==> src/puc_pkg.sv <==
// Shared constants for the presettable up/down counter and its controller.
// Summary of operation
// - Count only on rising edge of count input.
// - Four-bit state, binary or 8-4-2-1 decade.
// - Wrap fifteen/nine to zero and back.
// - Direction low counts up, high counts down.
// - Count only while active-low enable is low.
// - Load low copies data inputs into state.
// - Max/min high at top going up, zero going down.
// - Ripple output low: enabled, max/min, count low.
// - Change direction only while count input high, settled.
// - Keep count pulses wide against ripple glitches.
// - Divider: ripple output reloads data at terminal count.
// - Dual variant: up input increments, down decrements.
// - Hold the unused dual count input high.
// - Clear high forces state to zero.
// - Clear overrides load, data and counts.
// - Carry high at maximum while up input low.
// - Borrow high at zero while down input low.
package puc_pkg;

    // ************************************************************
    // Counter geometry and reset values.
    // ************************************************************
    localparam int         PUC_W       = 4;
    localparam logic [3:0] PUC_BIN_MAX = 4'hF;
    localparam logic [3:0] PUC_DEC_MAX = 4'h9;
    localparam logic [3:0] PUC_CNT_RST = 4'h0;

    // ************************************************************
    // Controller register map (address 4 bits, data 8 bits).
    // ************************************************************
    localparam logic [3:0] PUC_REG_CTRL     = 4'h0;
    localparam logic [3:0] PUC_REG_DATA     = 4'h1;
    localparam logic [3:0] PUC_REG_CMD      = 4'h2;
    localparam logic [3:0] PUC_REG_STATUS   = 4'h3;
    localparam logic [3:0] PUC_REG_IRQ_STAT = 4'h4;
    localparam logic [3:0] PUC_REG_IRQ_CLR  = 4'h5;
    localparam logic [3:0] PUC_REG_IRQ_EN   = 4'h6;

    // Control register fields and reset value.
    localparam int         PUC_CTRL_DIR    = 0;
    localparam int         PUC_CTRL_ENA_N  = 1;
    localparam int         PUC_CTRL_RELOAD = 2;
    localparam int         PUC_CTRL_RUN    = 3;
    localparam logic [7:0] PUC_CTRL_RST    = 8'h00;
    localparam logic [3:0] PUC_DATA_RST    = 4'h0;

    // Command register fields (write-only, self-clearing).
    localparam int PUC_CMD_LOAD  = 0;
    localparam int PUC_CMD_CLEAR = 1;
    localparam int PUC_CMD_UP    = 2;
    localparam int PUC_CMD_DOWN  = 3;

    // Status register fields; bits 3:0 hold the count.
    localparam int PUC_ST_MAXMIN = 4;
    localparam int PUC_ST_RCO_N  = 5;
    localparam int PUC_ST_CARRY  = 6;
    localparam int PUC_ST_BORROW = 7;

    // Interrupt bits, same layout in status, clear and enable.
    localparam int         PUC_IRQ_MAXMIN = 0;
    localparam int         PUC_IRQ_RIPPLE = 1;
    localparam int         PUC_IRQ_CARRY  = 2;
    localparam int         PUC_IRQ_BORROW = 3;
    localparam int         PUC_IRQ_DONE   = 4;
    localparam int         PUC_IRQ_N      = 5;
    localparam logic [4:0] PUC_IRQ_RST    = 5'h00;

    // ************************************************************
    // Count pulse timing at 50 MHz.
    // ************************************************************
    localparam int         PUC_CLK_NS     = 20;
    localparam int         PUC_LOW_NS     = 100;
    localparam int         PUC_SETTLE_NS  = 100;
    localparam logic [7:0] PUC_LOW_CYC    =
        8'((PUC_LOW_NS + PUC_CLK_NS - 1) / PUC_CLK_NS);
    localparam logic [7:0] PUC_SETTLE_CYC =
        8'((PUC_SETTLE_NS + PUC_CLK_NS - 1) / PUC_CLK_NS);

endpackage

==> src/puc_if.sv <==
// Pin-level interface between the counter and its controlling logic.
`timescale 1ns/1ps
interface puc_if;

    // Count inputs, idle high; single-clock variant uses cnt_up only.
    logic       cnt_up;
    logic       cnt_dn;
    // Single-clock controls.
    logic       dir_down;
    logic       enable_n;
    // Shared preset and dual-clock clear.
    logic       load_n;
    logic       clear;
    logic [3:0] data;
    // Counter state bits.
    logic       count_bit0;
    logic       count_bit1;
    logic       count_bit2;
    logic       count_bit3;
    // Cascade outputs.
    logic       max_min;
    logic       ripple_count_out_n;
    logic       carry;
    logic       borrow;

    modport dev (
        input  cnt_up, cnt_dn, dir_down, enable_n, load_n, clear, data,
        output count_bit0, count_bit1, count_bit2, count_bit3,
        output max_min, ripple_count_out_n, carry, borrow
    );

    modport ctl (
        output cnt_up, cnt_dn, dir_down, enable_n, load_n, clear, data,
        input  count_bit0, count_bit1, count_bit2, count_bit3,
        input  max_min, ripple_count_out_n, carry, borrow
    );

endinterface

==> src/puc_ctl.sv <==
// Controlling logic that drives the counter pins from software registers.
//
// Strobed register access and the register addresses were left to the implementer.
`timescale 1ns/1ps
module puc_ctl #(
    parameter bit DUAL_CLOCK = 1'b0
) (
    // Clock and reset.
    input  wire logic   sys_clk,
    input  wire logic   sys_rst,
    // Pin side towards the counter.
    puc_if.ctl          link,
    // Software register port.
    input  wire logic [3:0] addr,
    input  wire logic [7:0] wr_data,
    input  wire logic       wr_en,
    input  wire logic       rd_en,
    output logic [7:0]      rd_data,
    // Interrupt.
    output logic            irq
);
    import puc_pkg::*;

    // ************************************************************
    // State record.
    // ************************************************************
    typedef enum logic [1:0] {IDLE, SETUP, LOW, SETTLE} puc_ph_t;

    typedef struct packed {
        puc_ph_t    ph;
        logic [7:0] tmr;
        logic       sel_dn;
        logic [7:0] ctrl;
        logic [3:0] data;
        logic [4:0] ist;
        logic [4:0] ien;
        logic [7:0] rdat;
        logic       irq;
        logic       cnt_up;
        logic       cnt_dn;
        logic       dir;
        logic       load_n;
        logic       clear;
        logic [7:0] pins_prev;
    } puc_ctl_st_t;

    puc_ctl_st_t s_q;
    puc_ctl_st_t s_d;
    logic [7:0]  pins;
    logic [4:0]  ev;
    logic        wr_cmd;
    logic        go_up;
    logic        go_dn;

    // Sampled counter outputs in status-register layout.
    assign pins = {link.borrow, link.carry, link.ripple_count_out_n,
                   link.max_min, link.count_bit3, link.count_bit2,
                   link.count_bit1, link.count_bit0};

    // ************************************************************
    // Next-state logic.
    // ************************************************************
    always_comb begin
        s_d           = s_q;
        s_d.pins_prev = pins;
        s_d.clear     = 1'b0;
        s_d.rdat      = 8'h00;
        wr_cmd        = wr_en && (addr == PUC_REG_CMD);
        go_up = (wr_cmd && wr_data[PUC_CMD_UP]) ||
                (s_q.ctrl[PUC_CTRL_RUN] && !s_q.ctrl[PUC_CTRL_DIR]);
        go_dn = (wr_cmd && wr_data[PUC_CMD_DOWN] && !go_up) ||
                (s_q.ctrl[PUC_CTRL_RUN] && s_q.ctrl[PUC_CTRL_DIR]);

        // Edge events from the counter outputs.
        ev = '0;
        ev[PUC_IRQ_MAXMIN] = pins[PUC_ST_MAXMIN] &
            ~s_q.pins_prev[PUC_ST_MAXMIN];
        ev[PUC_IRQ_RIPPLE] = ~pins[PUC_ST_RCO_N] & s_q.pins_prev[PUC_ST_RCO_N];
        ev[PUC_IRQ_CARRY]  = pins[PUC_ST_CARRY] & ~s_q.pins_prev[PUC_ST_CARRY];
        ev[PUC_IRQ_BORROW] = pins[PUC_ST_BORROW] &
            ~s_q.pins_prev[PUC_ST_BORROW];

        // Pulse engine; commands arriving while busy are dropped.
        case (s_q.ph)
            IDLE: begin
                if (go_up || go_dn) begin
                    // Direction moves only here, with both pins high.
                    s_d.dir    = go_dn;
                    s_d.sel_dn = DUAL_CLOCK && go_dn;
                    s_d.ph     = SETUP;
                end
            end
            SETUP: begin
                s_d.ph  = LOW;
                s_d.tmr = PUC_LOW_CYC;
                if (s_q.sel_dn) begin
                    s_d.cnt_dn = 1'b0;
                end else begin
                    s_d.cnt_up = 1'b0;
                end
            end
            LOW: begin
                // A wide low half masks ripple output glitches.
                if (s_q.tmr <= 8'h01) begin
                    s_d.cnt_up = 1'b1;
                    s_d.cnt_dn = 1'b1;
                    s_d.tmr    = PUC_SETTLE_CYC;
                    s_d.ph     = SETTLE;
                end else begin
                    s_d.tmr = 8'(s_q.tmr - 8'h01);
                end
            end
            SETTLE: begin
                // Hold off the next direction change until settled.
                if (s_q.tmr <= 8'h01) begin
                    s_d.ph           = IDLE;
                    ev[PUC_IRQ_DONE] = 1'b1;
                end else begin
                    s_d.tmr = 8'(s_q.tmr - 8'h01);
                end
            end
            default: begin
                s_d.ph = IDLE;
            end
        endcase

        // Load pin: divider reload from the ripple output, else command.
        if (s_q.ctrl[PUC_CTRL_RELOAD]) begin
            s_d.load_n = link.ripple_count_out_n;
        end else begin
            s_d.load_n = ~(wr_cmd && wr_data[PUC_CMD_LOAD]);
        end
        s_d.clear = wr_cmd && wr_data[PUC_CMD_CLEAR];

        // Register writes; interrupt set wins over clear.
        if (wr_en && addr == PUC_REG_CTRL) begin
            s_d.ctrl = wr_data;
        end
        if (wr_en && addr == PUC_REG_DATA) begin
            s_d.data = wr_data[3:0];
        end
        if (wr_en && addr == PUC_REG_IRQ_EN) begin
            s_d.ien = wr_data[4:0];
        end
        if (wr_en && addr == PUC_REG_IRQ_CLR) begin
            s_d.ist = s_q.ist & ~wr_data[4:0];
        end
        s_d.ist = s_d.ist | ev;
        s_d.irq = |(s_d.ist & s_d.ien);

        // Reads answer in the next cycle only; unmapped reads give zero.
        if (rd_en) begin
            case (addr)
                PUC_REG_CTRL:     s_d.rdat = s_q.ctrl;
                PUC_REG_DATA:     s_d.rdat = {4'h0, s_q.data};
                PUC_REG_STATUS:   s_d.rdat = pins;
                PUC_REG_IRQ_STAT: s_d.rdat = {3'h0, s_q.ist};
                PUC_REG_IRQ_EN:   s_d.rdat = {3'h0, s_q.ien};
                default:          s_d.rdat = 8'h00;
            endcase
        end
    end

    // ************************************************************
    // State register.
    // ************************************************************
    always_ff @(posedge sys_clk) begin
        if (sys_rst) begin
            s_q           <= '0;
            s_q.ph        <= IDLE;
            s_q.ctrl      <= PUC_CTRL_RST;
            s_q.data      <= PUC_DATA_RST;
            s_q.ist       <= PUC_IRQ_RST;
            s_q.ien       <= PUC_IRQ_RST;
            s_q.cnt_up    <= 1'b1;
            s_q.cnt_dn    <= 1'b1;
            s_q.load_n    <= 1'b1;
            s_q.pins_prev <= 8'h20;
        end else begin
            s_q <= s_d;
        end
    end

    // Outputs straight from the state register.
    assign link.cnt_up   = s_q.cnt_up;
    assign link.cnt_dn   = s_q.cnt_dn;
    assign link.dir_down = s_q.dir;
    assign link.enable_n = s_q.ctrl[PUC_CTRL_ENA_N];
    assign link.load_n   = s_q.load_n;
    assign link.clear    = s_q.clear;
    assign link.data     = s_q.data;
    assign rd_data       = s_q.rdat;
    assign irq           = s_q.irq;

endmodule // puc_ctl

==> src/flat_wrapper.sv <==
// flat-port wrapper written by rule: the top's interface ports become plain ports
module puc_ctl_flat import puc_pkg::*;
#(
    parameter bit DUAL_CLOCK = 1'b0
)
  (sys_clk, sys_rst, addr, wr_data, wr_en, rd_en, rd_data, irq, link_cnt_up, link_cnt_dn, link_dir_down, link_enable_n, link_load_n, link_clear, link_data, link_count_bit0, link_count_bit1, link_count_bit2, link_count_bit3, link_max_min, link_ripple_count_out_n, link_carry, link_borrow);
  puc_if link_i ();
  input  wire logic sys_clk;
  input  wire logic sys_rst;
  input  wire logic [3:0] addr;
  input  wire logic [7:0] wr_data;
  input  wire logic wr_en;
  input  wire logic rd_en;
  output logic [7:0] rd_data;
  output logic irq;
  output wire logic [$bits(link_i.cnt_up)-1:0] link_cnt_up;
  output wire logic [$bits(link_i.cnt_dn)-1:0] link_cnt_dn;
  output wire logic [$bits(link_i.dir_down)-1:0] link_dir_down;
  output wire logic [$bits(link_i.enable_n)-1:0] link_enable_n;
  output wire logic [$bits(link_i.load_n)-1:0] link_load_n;
  output wire logic [$bits(link_i.clear)-1:0] link_clear;
  output wire logic [$bits(link_i.data)-1:0] link_data;
  input wire logic [$bits(link_i.count_bit0)-1:0] link_count_bit0;
  input wire logic [$bits(link_i.count_bit1)-1:0] link_count_bit1;
  input wire logic [$bits(link_i.count_bit2)-1:0] link_count_bit2;
  input wire logic [$bits(link_i.count_bit3)-1:0] link_count_bit3;
  input wire logic [$bits(link_i.max_min)-1:0] link_max_min;
  input wire logic [$bits(link_i.ripple_count_out_n)-1:0] link_ripple_count_out_n;
  input wire logic [$bits(link_i.carry)-1:0] link_carry;
  input wire logic [$bits(link_i.borrow)-1:0] link_borrow;
  assign link_cnt_up = link_i.cnt_up;
  assign link_cnt_dn = link_i.cnt_dn;
  assign link_dir_down = link_i.dir_down;
  assign link_enable_n = link_i.enable_n;
  assign link_load_n = link_i.load_n;
  assign link_clear = link_i.clear;
  assign link_data = link_i.data;
  assign link_i.count_bit0 = link_count_bit0;
  assign link_i.count_bit1 = link_count_bit1;
  assign link_i.count_bit2 = link_count_bit2;
  assign link_i.count_bit3 = link_count_bit3;
  assign link_i.max_min = link_max_min;
  assign link_i.ripple_count_out_n = link_ripple_count_out_n;
  assign link_i.carry = link_carry;
  assign link_i.borrow = link_borrow;
  puc_ctl #(.DUAL_CLOCK(DUAL_CLOCK)) u_core (.sys_clk(sys_clk), .sys_rst(sys_rst), .link(link_i), .addr(addr), .wr_data(wr_data), .wr_en(wr_en), .rd_en(rd_en), .rd_data(rd_data), .irq(irq));
endmodule
==> config.mk <==
export PLATFORM = sky130hd
export DESIGN_NAME = puc_ctl_flat
export DESIGN_NICKNAME = d
export VERILOG_FILES = /design/src/puc_pkg.sv /design/src/puc_if.sv /design/src/puc_ctl.sv /design/src/flat_wrapper.sv
export SDC_FILE = /design/constraint.sdc
export NUM_CORES = 1
export LEC_CHECK = 0
export ABC_AREA = 0
export BUFFER_PORTS_ARGS = -buffer_cell sky130_fd_sc_hd__buf_2
export CELL_PAD_IN_SITES_DETAIL_PLACEMENT = 1
export CELL_PAD_IN_SITES_GLOBAL_PLACEMENT = 2
export CORE_MARGIN = 3
export CORE_UTILIZATION = 32
export DETAILED_ROUTE_END_ITERATION = 8
export PLACE_DENSITY = 0.76
export SLEW_MARGIN = 20
export SYNTH_ARGS = -nofsm -noshare
export SYNTH_HDL_FRONTEND = slang
export SYNTH_SLANG_ARGS = --single-unit
export TNS_END_PERCENT = 50
==> constraint.sdc <==
create_clock -name sys_clk -period 4.9 [get_ports sys_clk]
set_input_delay 0.735 -clock sys_clk [delete_from_list [all_inputs] [get_ports sys_clk]]
set_output_delay 0.735 -clock sys_clk [all_outputs]
set_load 0.02 [all_outputs]
==> impl_metrics.py <==
metrics = {
    "status": {
        "outcome": "completed",
    },
    "sta": {
        "fin_crit_sh_pct": 45.8,
        "fmax_mhz": 446,
        "final-setup-viol-count": 0,
        "fin_tns_setup_ns": 0,
        "period_needed_ns": 2.24,
        "hold_viol": 0,
        "maxSlewHeadroom_pct": 37.8,
        "maxSlewViolCount": 0,
        "rsz0062_at_grt": "false",
        "worst_pin_slew_ns": 0.926,
        "finalClockSkew_ns": 0.00777,
    },
    "clocking": {
        "clkLatencyLatePin_ns": 0.30,
        "hold_buffers": 0,
        "post_cts_buffers": 0,
        "cts_sinks": 50,
        "cts_root_buf": "clkbuf_8",
        "cts_resized": 0,
        "cts.clk_slew.worst_paths_ns": 0.09,
        "htree_levels": 2,
        "cts_tree": "yes",
        "numCtsBuffers": 5,
        "cts_buffer_depth": 2,
    },
    "route": {
        "drc": 0,
        "ant_nets": 0,
        "post_drt_wl_per_cell_um": 15.7,
        "first_iter_violations": 124,
        "vias_per_cell": 4.94,
        "wl_um": 6020,
        "drtPass1Iterations": 6,
        "vias": 1896,
    },
    "die": {
        "boundaryPins": 43,
        "die_y_um": 92.3,
        "initial_core_util_pct": 33.9,
        "dieArea_mm2": 0.00851,
        "row_count": 30,
        "coreArea_mm2": 0.00702,
        "dieWidth_um": 92.3,
    },
    "finish": {
        "regArea_mm2": 0.00100,
        "final_cell_mix": "dfxtp_1, buf_2, nor2_1",
        "fin_nets": 319,
        "drive_gt1_share_pct": 23.6,
        "final_common_cell": "dfxtp_1",
        "fillers": 854,
        "fin_util_pct": 38.3,
        "multi_input_area_mm2": 0.00123,
        "n_antenna_cell": 0,
        "area_delta_synth_final_pct": 12.9,
    },
    "pwr": {
        "switching_power_mw": 0.404,
        "power.sequential.fraction_pct": 42.1,
        "netSwitchingFraction_pct": 34.2,
        "irDropWorstVdd_uv": 215,
        "power_leakage_nw": 1.07,
        "powerDensity_mw_per_mm2": 440,
        "clock_power_share_pct": 24.7,
        "pwr-share-comb_pct": 33.2,
        "internal-power_mw": 0.778,
    },
    "yosys": {
        "yosysWarnings": 0,
        "ys_seq_area_share_pct": 42.0,
        "syn_inst": 260,
        "synth_area_per_cell_um2": 9.16,
        "synth_edf_count": 0,
        "synth_top_flop_cell": "dfxtp_1",
        "async_flop_share_pct": 0,
        "ys_seq_elements": 50,
        "synth.cell_area_mm2": 0.00238,
        "ys_types": 46,
        "synth_fp_nets": 292,
    },
    "worst_setup_path": {
        "slowest_stage": "nor4_4",
        "required_ns": 5.06,
        "crit_family": "simple AND/OR/NAND/NOR gates",
        "critPathBufInv": 1,
        "reg2reg_depth": 7,
        "worstPathArrival_ns": 2.40,
        "ff2ff_setup_slack_ns": 2.91,
        "cp-end-kind": "flop",
        "worstPathCellList": "buf_2 > nor4_4 > nand2_1 > nand2_1 > a21oi_1",
        "worstSetupPathType": "primary input to flop",
        "r2r_start": "u_core.s_q[45]",
        "crit_path_frequent_cell": "nand2_1",
        "cp_slowest_stage_delay_ns": 0.85,
        "setup.worst_path.start_class": "primary input",
        "crit-reg2reg-capture": "u_core.s_q[52]",
        "crit_fanout": 17,
    },
    "placement": {
        "place.gp.congestion": 0.707,
        "port_buffers": 42,
        "hpwl_um": 4430,
    },
    "grt": {
        "antenna_found_initial": 0,
        "grt_pass1_wl_um": 9820,
        "grt.overflow.total": 0,
        "grt.total_usage_pct": 14.7,
        "first_global_vias": 1868,
        "grt_max_degree": 40,
    },
    "min_path": {
        "holdPathEnd": "u_core.s_q[42]",
        "hp-class": "flop to flop",
        "hold_start": "u_core.s_q[42]",
        "whs_path_depth": 2,
    },
    "run": {
        "cap_viol_max_count": 0,
    },
}
==> final cells by class <==
type                    instances  share of cell area (%)
clock inverters                 3                    1.49
flip-flops and latches         50                    37.2
clock buffers                   5                    2.56
well taps                      96                    4.47
repair buffers                 42                    7.82
multi-input cells             182                    45.6
inverters                       6                   0.838
==> state kept, by name (all words and copies together), names as in the netlist <==
register	cells
u_core.link.cnt_up	1
u_core.link.clear	1
u_core.link.dir_down	1
u_core.link.enable_n	1
u_core.link.data	4
u_core.irq	1
u_core.s_q	31
u_core.rd_data	8
u_core.link.cnt_dn	1
u_core.link.load_n	1
==> Yosys cell counts, drive strengths merged (2+ instances only) <==
cell     n  area share (%)
a21oi   26             5.5
a22oi   11             3.5
a31oi    2            0.53
a41oi    2             1.1
and3     2            0.74
and3b    2            0.74
buf     15             4.4
clkbuf   7             1.1
dfxtp   50              42
ha       8             4.2
inv      6            0.95
mux2     4             1.9
mux2i   10             4.2
nand2   14             2.2
nand2b   4             1.1
nand3   16             3.6
nand3b   4             1.3
nand4    2            0.53
nor2    33             5.3
nor2b    9             2.4
nor3     3            0.63
nor4     2             1.8
o21ai    3            0.63
o21bai   4             1.4
or2      3            0.79
xor2     5             1.8
==> how the worst max path moves through the flow <==
| stage | from | slack [ns] | endpoint | cells after the start |
|---|---|---|---|---|
| 3_5_place_dp | addr[1] | 2.36 | u_core.s_q[36] | 5 |
| 3_3_place_gp | addr[1] | 2.38 | u_core.link.enable_n | 5 |
| 6_report | addr[1] | 2.66 | u_core.s_q[36] | 5 |
| 4_1_cts | addr[1] | 2.68 | u_core.s_q[36] | 5 |
| 5_1_grt | addr[1] | 2.55 | u_core.s_q[36] | 5 |
| 2_1_floorplan | addr[2] | 3.04 | u_core.irq | 6 |
==> per-stage QoR <==
| step | hold WS, ns | power (mW) | cell area, um^2 | instances | setup WS (ns) |
|---|---|---|---|---|---|
| after floorplan | 0.436 | 0.817 | 2380 | 260 | 3.04 |
| after global placement | 0.445 | 0.899 | 2580 | 376 | 2.38 |
| after detailed placement | 0.456 | 0.903 | 2580 | 376 | 2.36 |
| after CTS | 0.468 | 1.20 | 2690 | 384 | 2.68 |
| after global routing | 0.496 | 1.27 | 2690 | 384 | 2.55 |
| final | 0.463 | 1.18 | 2690 | 384 | 2.66 |
==> logic make-up after synthesis <==
kind of cell	synth area share, %
adders and majority gates	4.20
DFF	42.0
xor gates and xnor gates	1.84
AOI/OAI and AO/OA	17.2
and+or+nand+nor	22.1
muxes	6.10
buffers and inverters	6.46
==> routing by layer <==
layer  track usage [%]  up-vias  wire length (um)  part of all wire [%]
met5                 0        -                 0                     0
met4              3.71        0                62                   1.0
met3              3.69        5               284                   4.7
met2              21.8       39              2610                    43
met1              21.2      897              3060                    51
li1                  -      955                 -                     -
==> worst register-to-register path, cell delays in order, from the launching register on <==
cell	delay (ns)
dfxtp_1	0.41
inv_1	0.06
ha_1	0.25
or2_2	0.36
a41oi_2	0.42
nand4_1	0.17
xor2_1	0.16
nor2_1	0.05
==> power groups by stage <==
stage	sequential [mW]	clock [mW]	combinational, mW
after floorplan	0.503	0	0.314
final	0.498	0.292	0.393
after CTS	0.498	0.301	0.398
after global placement	0.506	0	0.393
after global routing	0.505	0.320	0.443
after detailed placement	0.507	0	0.396
No activity file was read; power rests on OpenSTA's default activity.
